### config.mk
export PLATFORM = sky130hd
export DESIGN_NAME = rtcti_timebase
export DESIGN_NICKNAME = d
export VERILOG_FILES = /design/src/hdl/rtcti_pkg.sv /design/src/hdl/rtcti_timebase.sv /design/src/hdl/rtcti_mod_counter.sv
export SDC_FILE = /design/constraint.sdc
export NUM_CORES = 1
export LEC_CHECK = 0
export ABC_AREA = 1
export BUFFER_PORTS_ARGS = -buffer_cell sky130_fd_sc_hd__buf_2
export CELL_PAD_IN_SITES_DETAIL_PLACEMENT = 1
export CELL_PAD_IN_SITES_GLOBAL_PLACEMENT = 1
export CORE_UTILIZATION = 45
export DETAILED_ROUTE_END_ITERATION = 8
export GPL_ROUTABILITY_DRIVEN = 0
export PLACE_DENSITY = 0.78
export SYNTH_ARGS = -nofsm -noshare
export SYNTH_HDL_FRONTEND = slang
export SYNTH_SLANG_ARGS = --single-unit
### constraint.sdc
create_clock -name CLK -period 2.6 [get_ports CLK]
set_input_delay 0 -clock CLK [delete_from_list [all_inputs] [get_ports CLK]]
set_output_delay 0 -clock CLK [all_outputs]
set_load 0.02 [all_outputs]
### src/hdl/rtcti_pkg.sv
// Package: register map, field layout and timing constants of the timebase block
package rtcti_pkg;
   // Register map
   localparam logic [7:0] ADDR_TICK_CONTROL = 8'hA1;
   localparam logic [7:0] ADDR_FRACTION = 8'hA2;
   localparam logic [7:0] ADDR_SECOND = 8'hA3;
   localparam logic [7:0] ADDR_MINUTE = 8'hA4;
   localparam logic [7:0] ADDR_HOUR = 8'hA5;
   localparam logic [7:0] ADDR_COMPARE = 8'hA6;
   // Control register field positions
   localparam int BIT_TIME_CLOCK_EN = 0;
   localparam int BIT_COUNT_EN = 1;
   localparam int BIT_MATCH_FLAG = 2;
   localparam int BIT_SINGLE_SHOT = 3;
   localparam int BIT_SEL_LOW = 4;
   localparam int BIT_SEL_HIGH = 5;
   // Reset values and counter limits
   localparam logic [7:0] REG_RESET = 8'h00;
   localparam logic [7:0] FRACTION_MAX = 8'h7F;
   localparam logic [7:0] SECOND_MAX = 8'h3B;
   localparam logic [7:0] MINUTE_MAX = 8'h3B;
   localparam logic [7:0] HOUR_MAX = 8'h17;
   localparam logic [7:0] COUNT_STEP = 8'h01;
   // Timebase selection codes
   typedef enum logic [1:0]
   {
      RTCTI_SEL_FRACTION = 2'h0,
      RTCTI_SEL_SECOND = 2'h1,
      RTCTI_SEL_MINUTE = 2'h2,
      RTCTI_SEL_HOUR = 2'h3
   } rtcti_sel_t;
   // Timing: one tick is 1/128 s, clock is 25 MHz
   localparam longint CLK_HZ = 25000000;
   localparam longint TICKS_PER_SECOND = 128;
   localparam longint TICK_CYCLES_DEFAULT = CLK_HZ / TICKS_PER_SECOND;
   localparam int PRESCALE_W = 18;
endpackage

### src/hdl/rtcti_timebase.sv
// Module: real-time timebase counters with interval compare, on a byte register port
// Functional notes
// RULE_01: Match flag sets when interval counter equals the compare register.
// RULE_02: Interrupt request raised on match only when interval interrupt enabled.
// RULE_03: Software writes interval length 0 to 255 into the compare register.
// RULE_04: Fraction counter ticks every 1/128 s, 0..127, wrap increments seconds.
// RULE_05: Seconds count 0..59, wrap increments minutes.
// RULE_06: Minutes count 0..59, wrap increments hours.
// RULE_07: Hours count 0..23 then wrap to 0 with no carry.
// RULE_08: Timebase counters advance only while time clock enable is set.
// RULE_09: Warm reset keeps counters if time clock enabled, else clears them.
// RULE_10: Power-on reset zeroes all counters and the compare register.
// RULE_11: Interval counter steps on selected overflow; compare after each step.
// RULE_12: Two-bit select picks fraction, seconds, minutes or hours overflow.
// RULE_13: Single-shot timeout clears count enable; else counter restarts.
// RULE_14: Clearing interval count enable stops and zeroes the interval counter.
// RULE_15: Time counter writes accepted only while time clock enable is clear.
`timescale 1ns/1ps
`default_nettype none
module rtcti_timebase
#(
   parameter longint TICK_CYCLES = rtcti_pkg::TICK_CYCLES_DEFAULT
)
(
   input wire logic CLK,
   input wire logic RST_B,
   input wire logic SYS_RST_B,
   input wire logic [7:0] SFR_ADDR,
   input wire logic SFR_WR,
   input wire logic SFR_RD,
   input wire logic [7:0] SFR_WDATA,
   output logic [7:0] SFR_RDATA,
   input wire logic INTERVAL_IRQ_ENABLE,
   output logic INTERVAL_IRQ
);
   import rtcti_pkg::*;

   // ----------------------------------------
   // Register state
   // ----------------------------------------
   logic time_clock_enable, interval_count_enable, interval_match_flag;
   logic single_shot_select, timebase_select_high, timebase_select_low;
   logic [7:0] interval_compare_value;
   logic [7:0] interval_count;
   logic [PRESCALE_W-1:0] prescale;
   logic [7:0] fraction_tick_counter, whole_second_counter;
   logic [7:0] sixty_second_counter, day_segment_counter;
   logic wrap_fraction, wrap_second, wrap_minute;
   logic tick, warm_reset, time_clear, time_write_ok, ctrl_write;
   logic selected_wrap, interval_step, interval_timeout;
   logic [7:0] next_interval_count;
   rtcti_sel_t sel;

   function automatic logic hit(input logic [7:0] addr, input logic [7:0] target);
      hit = (addr == target);
   endfunction

   assign warm_reset = !SYS_RST_B;
   assign ctrl_write = SFR_WR && hit(SFR_ADDR, ADDR_TICK_CONTROL);
   assign time_clear = warm_reset && !time_clock_enable; // RULE_09
   assign time_write_ok = SFR_WR && !time_clock_enable; // RULE_15
   assign sel = rtcti_sel_t'({timebase_select_high, timebase_select_low});

   // ----------------------------------------
   // Control register
   // ----------------------------------------
   always_ff @(posedge CLK or negedge RST_B)
   begin
      if (!RST_B)
      begin
         time_clock_enable <= 1'b0; // RULE_10
      end
      else if (ctrl_write && !warm_reset)
      begin
         time_clock_enable <= SFR_WDATA[BIT_TIME_CLOCK_EN];
      end
   end

   always_ff @(posedge CLK or negedge RST_B)
   begin
      if (!RST_B)
      begin
         single_shot_select <= 1'b0;
         timebase_select_high <= 1'b0;
         timebase_select_low <= 1'b0;
      end
      else if (warm_reset)
      begin
         single_shot_select <= 1'b0;
         timebase_select_high <= 1'b0;
         timebase_select_low <= 1'b0;
      end
      else if (ctrl_write)
      begin
         single_shot_select <= SFR_WDATA[BIT_SINGLE_SHOT];
         timebase_select_high <= SFR_WDATA[BIT_SEL_HIGH]; // RULE_12
         timebase_select_low <= SFR_WDATA[BIT_SEL_LOW]; // RULE_12
      end
   end

   // Count enable: single-shot timeout wins over a same-cycle write
   always_ff @(posedge CLK or negedge RST_B)
   begin
      if (!RST_B)
      begin
         interval_count_enable <= 1'b0;
      end
      else if (warm_reset)
      begin
         interval_count_enable <= 1'b0;
      end
      else if (interval_timeout && single_shot_select)
      begin
         interval_count_enable <= 1'b0; // RULE_13
      end
      else if (ctrl_write)
      begin
         interval_count_enable <= SFR_WDATA[BIT_COUNT_EN];
      end
   end

   // Match flag: a match in the clearing cycle still sets it
   always_ff @(posedge CLK or negedge RST_B)
   begin
      if (!RST_B)
      begin
         interval_match_flag <= 1'b0;
      end
      else if (warm_reset)
      begin
         interval_match_flag <= 1'b0;
      end
      else if (interval_timeout)
      begin
         interval_match_flag <= 1'b1; // RULE_01
      end
      else if (ctrl_write)
      begin
         interval_match_flag <= SFR_WDATA[BIT_MATCH_FLAG];
      end
   end

   // ----------------------------------------
   // Compare register
   // ----------------------------------------
   always_ff @(posedge CLK or negedge RST_B)
   begin
      if (!RST_B)
      begin
         interval_compare_value <= REG_RESET; // RULE_10
      end
      else if (warm_reset)
      begin
         interval_compare_value <= REG_RESET;
      end
      else if (SFR_WR && hit(SFR_ADDR, ADDR_COMPARE))
      begin
         interval_compare_value <= SFR_WDATA;
      end
   end

   // ----------------------------------------
   // Prescaler to 1/128 second ticks
   // ----------------------------------------
   assign tick = time_clock_enable
      && (prescale == PRESCALE_W'(TICK_CYCLES - 1)); // RULE_04

   always_ff @(posedge CLK or negedge RST_B)
   begin
      if (!RST_B)
      begin
         prescale <= '0;
      end
      else if (!time_clock_enable || tick)
      begin
         prescale <= '0; // RULE_08
      end
      else
      begin
         prescale <= prescale + PRESCALE_W'(1);
      end
   end

   // ----------------------------------------
   // Time counters
   // ----------------------------------------
   rtcti_mod_counter u_fraction
   (
      .clk(CLK), .rst_b(RST_B), .clear(time_clear), .step(tick), .max_value(FRACTION_MAX),
      .load(time_write_ok && hit(SFR_ADDR, ADDR_FRACTION)), .load_value(SFR_WDATA),
      .count(fraction_tick_counter), .wrap(wrap_fraction)
   ); // RULE_04

   rtcti_mod_counter u_second
   (
      .clk(CLK), .rst_b(RST_B), .clear(time_clear), .step(wrap_fraction), .max_value(SECOND_MAX),
      .load(time_write_ok && hit(SFR_ADDR, ADDR_SECOND)), .load_value(SFR_WDATA),
      .count(whole_second_counter), .wrap(wrap_second)
   ); // RULE_05

   rtcti_mod_counter u_minute
   (
      .clk(CLK), .rst_b(RST_B), .clear(time_clear), .step(wrap_second), .max_value(MINUTE_MAX),
      .load(time_write_ok && hit(SFR_ADDR, ADDR_MINUTE)), .load_value(SFR_WDATA),
      .count(sixty_second_counter), .wrap(wrap_minute)
   ); // RULE_06

   rtcti_mod_counter u_hour
   (
      .clk(CLK), .rst_b(RST_B), .clear(time_clear), .step(wrap_minute), .max_value(HOUR_MAX),
      .load(time_write_ok && hit(SFR_ADDR, ADDR_HOUR)), .load_value(SFR_WDATA),
      .count(day_segment_counter), .wrap()
   ); // RULE_07

   // ----------------------------------------
   // Interval counter and compare
   // ----------------------------------------
   always_comb
   begin
      case (sel)
         RTCTI_SEL_FRACTION: selected_wrap = tick; // RULE_12
         RTCTI_SEL_SECOND: selected_wrap = wrap_fraction;
         RTCTI_SEL_MINUTE: selected_wrap = wrap_second;
         default: selected_wrap = wrap_minute;
      endcase
   end

   assign interval_step = interval_count_enable && !warm_reset && selected_wrap; // RULE_11
   assign next_interval_count = interval_count + COUNT_STEP;
   assign interval_timeout = interval_step
      && (next_interval_count == interval_compare_value); // RULE_01

   always_ff @(posedge CLK or negedge RST_B)
   begin
      if (!RST_B)
      begin
         interval_count <= REG_RESET;
      end
      else if (!interval_count_enable || warm_reset || interval_timeout)
      begin
         interval_count <= REG_RESET; // RULE_14
      end
      else if (interval_step)
      begin
         interval_count <= next_interval_count; // RULE_11
      end
   end

   // ----------------------------------------
   // Interrupt request and read port
   // ----------------------------------------
   assign INTERVAL_IRQ = interval_match_flag && INTERVAL_IRQ_ENABLE; // RULE_02

   always_ff @(posedge CLK or negedge RST_B)
   begin
      if (!RST_B)
      begin
         SFR_RDATA <= REG_RESET;
      end
      else if (SFR_RD)
      begin
         if (hit(SFR_ADDR, ADDR_TICK_CONTROL))
         begin
            SFR_RDATA <= {2'b00, timebase_select_high, timebase_select_low,
               single_shot_select, interval_match_flag, interval_count_enable,
               time_clock_enable};
         end
         else if (hit(SFR_ADDR, ADDR_FRACTION))
         begin
            SFR_RDATA <= fraction_tick_counter;
         end
         else if (hit(SFR_ADDR, ADDR_SECOND))
         begin
            SFR_RDATA <= whole_second_counter;
         end
         else if (hit(SFR_ADDR, ADDR_MINUTE))
         begin
            SFR_RDATA <= sixty_second_counter;
         end
         else if (hit(SFR_ADDR, ADDR_HOUR))
         begin
            SFR_RDATA <= day_segment_counter;
         end
         else if (hit(SFR_ADDR, ADDR_COMPARE))
         begin
            SFR_RDATA <= interval_compare_value;
         end
         else
         begin
            SFR_RDATA <= REG_RESET;
         end
      end
   end
endmodule
`default_nettype wire

### src/hdl/rtcti_mod_counter.sv
// Module: 8-bit modulo counter with wrap strobe, load and clear
`timescale 1ns/1ps
`default_nettype none
module rtcti_mod_counter
(
   input wire logic clk,
   input wire logic rst_b,
   input wire logic clear,
   input wire logic load,
   input wire logic [7:0] load_value,
   input wire logic step,
   input wire logic [7:0] max_value,
   output logic [7:0] count,
   output logic wrap
);
   import rtcti_pkg::*;

   assign wrap = step && (count == max_value);

   always_ff @(posedge clk or negedge rst_b)
   begin
      if (!rst_b)
      begin
         count <= REG_RESET;
      end
      else if (clear)
      begin
         count <= REG_RESET;
      end
      else if (load)
      begin
         count <= load_value;
      end
      else if (step)
      begin
         if (wrap)
         begin
            count <= REG_RESET;
         end
         else
         begin
            count <= count + COUNT_STEP;
         end
      end
   end
endmodule
`default_nettype wire

==> flow_summary.ini, run 1 <==
[sta]
post-route-period-util_pct = 86.63
final-setup-viol-count = 0
fin_worst_skew_ns = 0.008615
fmax_mhz = 444.0
worst_slack_ns = 0.3475
drv_slew = 0
relSlewSlack_pct = 28.78
tightest_slew_ns = 1.068
rsz0062_at_grt = false
tns_ns = 0
min_period_ns = 2.252
finalHoldViolCount = 0

[clock_tree]
post_cts_resized = 0
cts_tree = yes
cts_made_buffers = 9
clockBufferDepth = 2
clk_root_buffer_cell = clkbuf_16
clock_sinks = 80
clk_latency_ns = 0.35
clk_pin_slew_worst_paths_ns = 0.06
cts_max_level = 3

[yosys]
synth_area_leaders = dfrtp_1, nand2_1, inv_1, o21ai_0, nor2_1
yosys_warnings = 0
synth_seq_area_share_pct = 39.38
synth_top_area_share_pct = 39.38
synth_area_sq_mm = 0.005084
synth_ff_type = dfrtp_1
syn_nets = 729
synth.largest_area_cell = dfrtp_1
synthArstFlopShare_pct = 100.0
synth_seq_cells = 80
synth_cell_types = 40
synth_common_cells = nand2_1, inv_1, dfrtp_1, nor2_1, o21ai_0
synthCells = 701
yosysMostFrequentCell = nand2_1
synth-edff-count = 0
synth_area_per_cell_sq_um = 7.252

[place]
placed_area_sq_mm = 0.005390
dp_slack_ns = 0.3456
dp_hpwl_mm = 12.49
io_buffers = 30

[worst_setup_path]
reg2reg_setup_slack_ns = 0.35
regToRegEndpoint = u_minute.count[5]
slowest_delay_ns = 0.39
critPathLaunchType = register
arrival_ns = 2.50
cp_slowest_cell = dfrtp_1
cpMostUsedCell = nand2_1
cp.required_ns = 2.85
path_cells = ha_1, nand3_1, nor3_1, nand4_2, nor2_2, nand2_1, nand2_1, o21ai_0, nand2_1, nand2_1
crit_end = u_minute.count[5]
cp_top_family = simple AND/OR/NAND/NOR gates
crit_path_end_kind = register
r2r_cells = 10
reg2reg_from = prescale[0]
critical_path.startpoint = prescale[0]
crit_path_max_fanout = 5
crit_type = register to register
crit_buf_inv = 0
path_depth = 10

[power]
p_per_area_mw_per_mm2 = 512.7
power_leakage_nw = 2.683
vdd_drop_max_mv = 0.2783

[drt]
avgViaCountPerCell = 5.781
drt-initial-drc-count = 321
firstDrtPassIters = 5
wl_per_cell_microns = 18.82
ant_nets = 0
drt-total-wl_mm = 16.62
num_vias = 5105
drc = 0

[layout]
nFillCells = 1433
final_util_pct = 52.51
diodes = 0
nets = 767
fin_area_sq_mm = 0.005742
drive_above_1_share_pct = 11.84
synthToLayoutAreaGrowth_pct = 12.95

[global_route]
grt_pass1_vias = 5261
grt_usage_pct = 30.97
grt_max_degree = 81
grt_overflow = 0
grt_pass1_wl_mm = 27.30
antenna_found_initial = 0

[die]
io_pins = 31
core_sq_mm = 0.01094
die_area_sq_mm = 0.01173
fp.dieH_microns = 108.3
row_count = 38
start_util_pct = 46.49
dieWidth_microns = 108.3

[run_status]
status = finished, final reports clean

[job]
maxCapViolations = 0

[hold_path]
hold_path_class = input port to register
[worst min path at each step]
stage                  from                   to  slack [ns]  cells after the start
2_1_floorplan         RST_B         SFR_RDATA[0]       -0.30                      0
3_3_place_gp          RST_B    interval_count[6]        0.26                      1
3_5_place_dp          RST_B    interval_count[6]        0.26                      1
4_1_cts        SFR_WDATA[5]  u_fraction.count[5]       0.005                      3
5_1_grt        SFR_WDATA[7]    u_second.count[7]        0.02                      3
6_report       SFR_WDATA[1]  u_fraction.count[1]        0.01                      3
[cell families (layout without fill, tap and decap cells)]
group | after synthesis | count (layout) | synth area share [%]
AOI/OAI and AO/OA | 138 | 138 | 15.46
xor gates and xnor gates | 21 | 21 | 3.618
and+or+nand+nor | 349 | 349 | 31.77
adders and majority gates | 6 | 6 | 1.477
buffers and inverters | 107 | 149 | 8.294
DFF | 80 | 80 | 39.38
[metrics by stage]
stage	total power [mW]	cells	hold WS [ns]
floorplan	1.436	701	-0.2956
global placement	1.538	865	0.2577
finish	2.944	883	0.01066
CTS	2.947	883	0.004912
global route	3.021	883	0.01784
detailed placement	1.547	865	0.2590
[worst reg2reg max path, cell delays in order, from the launching register on]
cell and delay, ns:
dfrtp_1 0.39, ha_1 0.20, nand3_1 0.18, nor3_1 0.32
nand4_2 0.25, nor2_2 0.25, nand2_1 0.21, nand2_1 0.11
o21ai_0 0.09, nand2_1 0.10, nand2_1 0.05
[placed cells by master (no fill, tap or decap), drive strengths merged]
cell	count
o21bai	3
o22ai	25
dlygate4sd3	3
a21oi	24
xor2	17
dfrtp	80
nor4	1
o211ai	12
nand3	46
o21ai	70
ha	6
o31ai	1
nor2	75
o221ai	1
inv	95
nand2	185
xnor2	4
nor3b	3
o2111ai	1
buf	35
bufinv	2
nand4	21
clkinv	2
clkbuf	12
nor3	18
a31oi	1
[per-layer routing]
layer | share of wire (%) | vias to the layer above | GRT usage, %
li1 | - | 2399 | -
met1 | 45 | 2553 | 40.19
met4 | 2.6 | 0 | 12.07
met2 | 48 | 114 | 51.59
met5 | 0 | - | 0
met3 | 4.3 | 39 | 5.124
[registers in the layout, indices dropped and copies added (netlist names), 8 cells and up]
name,flops
SFR_RDATA,8
interval_compare_value,8
interval_count,8
prescale,18
u_fraction.count,8
u_hour.count,8
u_minute.count,8
u_second.count,8
[cell type report]
type                            instances  area (sq um)  area share, %
Multi-Input combinational cell        514          2660          46.33
Sequential cell                        80          2002          34.87
Inverter                               96         362.8          6.319
Clock buffer                           12         256.5          4.467
Timing Repair Buffer                   38         220.2          3.835
Tap cell                              140         175.2          3.051
Clock inverter                          3         65.06          1.133
[repair_timing]
item | CTS | global route
hold buffers | 3 | 0
endpoints found under the hold margin | 83 | 0
buffers inserted | 0 | 0
[report_power, final]
part / internal, mW / switching (mW) / leakage (nW) / total [mW]
Combinational: 0.0674 / 0.164 / 1.42 / 0.231
Clock: 0.887 / 0.526 / 0.159 / 1.41
Sequential: 1.27 / 0.0297 / 1.11 / 1.30
Total: 2.22 / 0.720 / 2.68 / 2.94
Power figures use the tool's default switching activity.
==> run 2: changes to the inputs <==
--- a/config.mk
+++ b/config.mk
@@ -13,6 +13,7 @@
 export DETAILED_ROUTE_END_ITERATION = 8
 export GPL_ROUTABILITY_DRIVEN = 0
 export PLACE_DENSITY = 0.78
+export RECOVER_POWER = 25
 export SYNTH_ARGS = -nofsm -noshare
 export SYNTH_HDL_FRONTEND = slang
 export SYNTH_SLANG_ARGS = --single-unit
==> flow_summary.ini, run 2 (synthesis gave the netlist of run 1 again) <==
[clock_tree]
clk_latency_ns = 0.36
cts_post_setup_buffers_inserted = 0
clk_root_buffer_cell = clkbuf_16
cts_tree = yes
clock_sinks = 80
cts_made_buffers = 9
clockBufferDepth = 2
cts_max_level = 3
clk_pin_slew_worst_paths_ns = 0.06
post_cts_resized = 0

[worst_setup_path]
crit_end = u_minute.count[5]
arrival_ns = 2.51
critical_path.startpoint = prescale[0]
crit_path_end_kind = register
slowest_delay_ns = 0.39
cp_slowest_cell = dfrtp_1
crit_buf_inv = 0
path_cells = ha_1, nand3_1, nor3_1, nand4_2, nor2_2, nand2_1, nand2_1, o21ai_0, nand2_1, nand2_1
path_depth = 10
cp.required_ns = 2.85
reg2reg_setup_slack_ns = 0.34
critPathLaunchType = register
crit_path_max_fanout = 5
cp_top_family = simple AND/OR/NAND/NOR gates
crit_type = register to register
r2r_cells = 10
cpMostUsedCell = nand2_1
regToRegEndpoint = u_minute.count[5]
reg2reg_from = prescale[0]

[place]
dp_hpwl_mm = 12.49
io_buffers = 30

[power]
power_leakage_nw = 2.645
power.switching_mw = 0.7214
seq_power_share_pct = 44.1
combPwrFrac_pct = 7.8
clkPwrFrac_pct = 48.1
switching_share_pct = 24.51
p_per_area_mw_per_mm2 = 514.0
vdd_drop_max_mv = 0.2782
p_int_mw = 2.222

[drt]
firstDrtPassIters = 5
wl_per_cell_microns = 18.86
drt-initial-drc-count = 314
avgViaCountPerCell = 5.792
drt-total-wl_mm = 16.66
num_vias = 5114
ant_nets = 0
drc = 0

[global_route]
grt_overflow = 0
grt_pass1_vias = 5261
grt_usage_pct = 30.97
grt_pass1_wl_mm = 27.30
grt_max_degree = 81
antenna_found_initial = 0

[sta]
finalHoldViolCount = 0
hold_ws_ns = 0.006765
final-setup-viol-count = 0
post-route-period-util_pct = 86.96
drv_slew = 0
min_period_ns = 2.261
tightest_slew_ns = 1.072
fin_worst_skew_ns = 0.008424
tns_ns = 0
rsz0062_at_grt = false
relSlewSlack_pct = 28.52
fmax_mhz = 442.3

[layout]
nets = 767
mostFrequentLayoutCells = nand2_1, inv_1, dfrtp_1
top_register = prescale
layout_commonest_cell = nand2_1
synthToLayoutAreaGrowth_pct = 12.65
largest_register_ffs = 18
diodes = 0
drive_above_1_share_pct = 10.23

[hold_path]
hold_path_class = input port to register

[run_status]
status = finished, final reports clean

[die]
fp.dieH_microns = 108.3
die_area_sq_mm = 0.01173
core_sq_mm = 0.01094
io_pins = 31
dieWidth_microns = 108.3
row_count = 38
start_util_pct = 46.49

[job]
maxCapViolations = 0
run 2: changes by cell type in the layout (fill, tap and decap cells not counted):
cell	change
nor2_1	+1
inv_2	-1
nor2_2	-1
buf_2	-10
inv_1	+1
clkbuf_1	+10
run 2: power by group through the flow:
stage	Sequential, mW	Clock, mW	Combinational, mW
2_1_floorplan	1.31	0	0.123
3_3_place_gp	1.32	0	0.221
3_5_place_dp	1.32	0	0.227
4_1_cts	1.30	1.42	0.232
5_1_grt	1.30	1.46	0.257
6_report	1.30	1.41	0.230
run 2: cell type report:
class / count / area [sq um]
Fill cell: 1437 / 5209
Multi-Input combinational cell: 514 / 2658
Sequential cell: 80 / 2002
Inverter: 96 / 362.8
Clock buffer: 12 / 256.5
Timing Repair Buffer: 38 / 207.7
Tap cell: 140 / 175.2
Clock inverter: 3 / 65.06
run 2: through the flow:
step	util (%)	cells	power, mW	setup slack [ns]	instance area, sq um
2_1_floorplan	-	701	1.436	0.8254	5084
3_3_place_gp	49.29	865	1.538	0.3644	5390
3_5_place_dp	49.29	865	1.547	0.3456	5390
4_1_cts	52.51	883	2.947	0.3410	5742
5_1_grt	52.37	883	3.020	0.2005	5727
6_report	52.37	883	2.944	0.3391	5727
run 2: worst min-delay path by stage:
stage	start	to	slack [ns]	depth (start not counted)
floorplan	RST_B	SFR_RDATA[0]	-0.30	0
global placement	RST_B	interval_count[6]	0.26	1
detailed placement	RST_B	interval_count[6]	0.26	1
CTS	SFR_WDATA[5]	u_fraction.count[5]	0.005	3
global route	SFR_WDATA[7]	u_second.count[7]	0.02	3
finish	SFR_WDATA[7]	u_second.count[7]	0.007	3
run 2: worst min-delay path, cell delays in order:
cell and delay, ns:
buf_2 0.13, nor2_1 0.06, o21ai_1 0.13
run 2: timing repair:
action,4_1_cts,5_1_grt
endpoints found under the hold margin,83,0
setup endpoints to repair,0,0
hold buffers,3,0
run 2: metal layers:
layer  GRT usage, %  vias to the layer above  part of all wire, %
li1               -                     2398                    -
met1          40.19                     2537                   43
met2          51.59                      145                   49
met3          5.124                       34                  5.8
met4          12.07                        0                  2.5
met5              0                        -                    0
==> run 3: changes to the inputs <==
--- a/config.mk
+++ b/config.mk
@@ -9,10 +9,11 @@
 export BUFFER_PORTS_ARGS = -buffer_cell sky130_fd_sc_hd__buf_2
 export CELL_PAD_IN_SITES_DETAIL_PLACEMENT = 1
 export CELL_PAD_IN_SITES_GLOBAL_PLACEMENT = 1
-export CORE_UTILIZATION = 45
+export CORE_MARGIN = 5
+export CORE_UTILIZATION = 30
 export DETAILED_ROUTE_END_ITERATION = 8
 export GPL_ROUTABILITY_DRIVEN = 0
-export PLACE_DENSITY = 0.78
+export PLACE_DENSITY = 0.55
 export RECOVER_POWER = 25
 export SYNTH_ARGS = -nofsm -noshare
 export SYNTH_HDL_FRONTEND = slang
==> flow_summary.ini, run 3 (synthesis gave the netlist of run 1 again) <==
[run_status]
status = finished, final reports clean

[layout]
layout_commonest_cell = nand2_1
mostFrequentLayoutCells = nand2_1, inv_1, dfrtp_1
drive_above_1_share_pct = 12.80
top_register = prescale
final_util_pct = 35.63
diodes = 0
nets = 773
synthToLayoutAreaGrowth_pct = 16.22
largest_register_ffs = 18

[sta]
fmax_mhz = 440.1
drv_slew = 0
final-setup-viol-count = 0
relSlewSlack_pct = 12.87
finalHoldViolCount = 0
tightest_slew_ns = 1.307
min_period_ns = 2.272
worst_slack_ns = 0.3278
tns_ns = 0
hold_ws_ns = 0.01478
post-route-period-util_pct = 87.39
fin_worst_skew_ns = 0.007314
rsz0062_at_grt = false

[die]
io_pins = 31
dieWidth_microns = 140.2
core_sq_mm = 0.01658
fp.dieH_microns = 140.2
row_count = 47
die_area_sq_mm = 0.01965
start_util_pct = 30.65

[worst_setup_path]
cp.required_ns = 2.84
slowest_delay_ns = 0.41
critPathLaunchType = register
crit_path_end_kind = register
path_cells = ha_1, nand3_1, nor3_1, nand4_2, nor2_2, nand2_1, nand3_1, nand2_1, nand2_1, o21ai_2
cp_slowest_cell = dfrtp_1
reg2reg_setup_slack_ns = 0.33
crit_type = register to register
cpMostUsedCell = nand2_1
arrival_ns = 2.52
crit_path_max_fanout = 5

[global_route]
grt_overflow = 0
antenna_found_initial = 0
grt_max_degree = 47
grt_pass1_vias = 5214
grt_usage_pct = 18.78
grt_pass1_wl_mm = 28.89

[place]
dp_hpwl_mm = 13.88
dp_slack_ns = 0.3336
io_buffers = 30

[power]
p_per_area_mw_per_mm2 = 514.2
power_mw = 3.038
vdd_drop_max_mv = 0.3542
power_leakage_nw = 2.718

[drt]
num_vias = 4942
drc = 0
avgViaCountPerCell = 5.095
firstDrtPassIters = 4
drt-total-wl_mm = 17.77
ant_nets = 0
drt-initial-drc-count = 248
wl_per_cell_microns = 18.32

[clock_tree]
clockBufferDepth = 2
clk_latency_ns = 0.35
cts_max_level = 3
clock_sinks = 80
clk_pin_slew_worst_paths_ns = 0.07
clk_root_buffer_cell = clkbuf_16
cts_tree = yes
cts_made_buffers = 9
cts_post_setup_buffers_inserted = 0

[hold_path]
hold_path_class = input port to register

[job]
maxCapViolations = 0
## run 3: cell types whose count changed in the layout (fill, tap and decap cells not counted), sizes merged
cell,delta
clkinvlp,+1
clkbuf,-12
clkinv,+2
bufinv,+1
buf,+15
## run 3: path summary, 6_finish.rpt
path / from / endpoint / depth (start not counted)
setup reg to reg: prescale[0] / u_minute.count[4] / 10
max in group asynchronous: RST_B / u_second.count[2] / 3
hold / removal: SFR_WDATA[7] / u_second.count[7] / 3
min in group asynchronous: RST_B / interval_compare_value[7] / 2
hold reg to reg: SFR_RDATA[1] / SFR_RDATA[1] / 2
setup / recovery: prescale[0] / u_minute.count[4] / 10
## run 3: routing by layer
metal	part of all wire (%)	up-vias	track usage (%)
met2	49	79	31.35
met3	4.7	16	4.669
met1	45	2431	24.58
met4	1.2	0	4.335
met5	0	-	0
li1	-	2416	-
## run 3: report_power, final
group	switching [mW]	internal, mW	total [mW]
clock network	0.562	0.940	1.50
logic	0.170	0.0694	0.240
registers	0.0276	1.27	1.30
total	0.759	2.28	3.04
## run 3: layout make-up
cell class	count	area (sq um)
clock inverter	7	120.1
sequential	80	2002
multi-input combinational	514	2660
tap	220	275.3
timing repair buffer	44	262.8
fill	2095	10680
clock buffer	9	225.2
inverter	96	362.8
## run 3: timing repair
action / in CTS / in global routing
endpoints found under the hold margin: 49 / 0
hold buffers: 3 / 0
resized for setup: 0 / 0
## run 3: critical path, delay by kind of cell (launching register included)
family / cells / cell delay, ns
simple gates: 8 / 1.49
flops: 1 / 0.41
fa+ha+maj: 1 / 0.21
compound gates: 1 / 0.05
## run 3: metrics by stage
step | std cells | instance area, sq um
4_1_cts | 970 | 5911
3_3_place_gp | 951 | 5535
2_1_floorplan | 701 | 5084
6_report | 970 | 5908
5_1_grt | 970 | 5908
3_5_place_dp | 951 | 5535
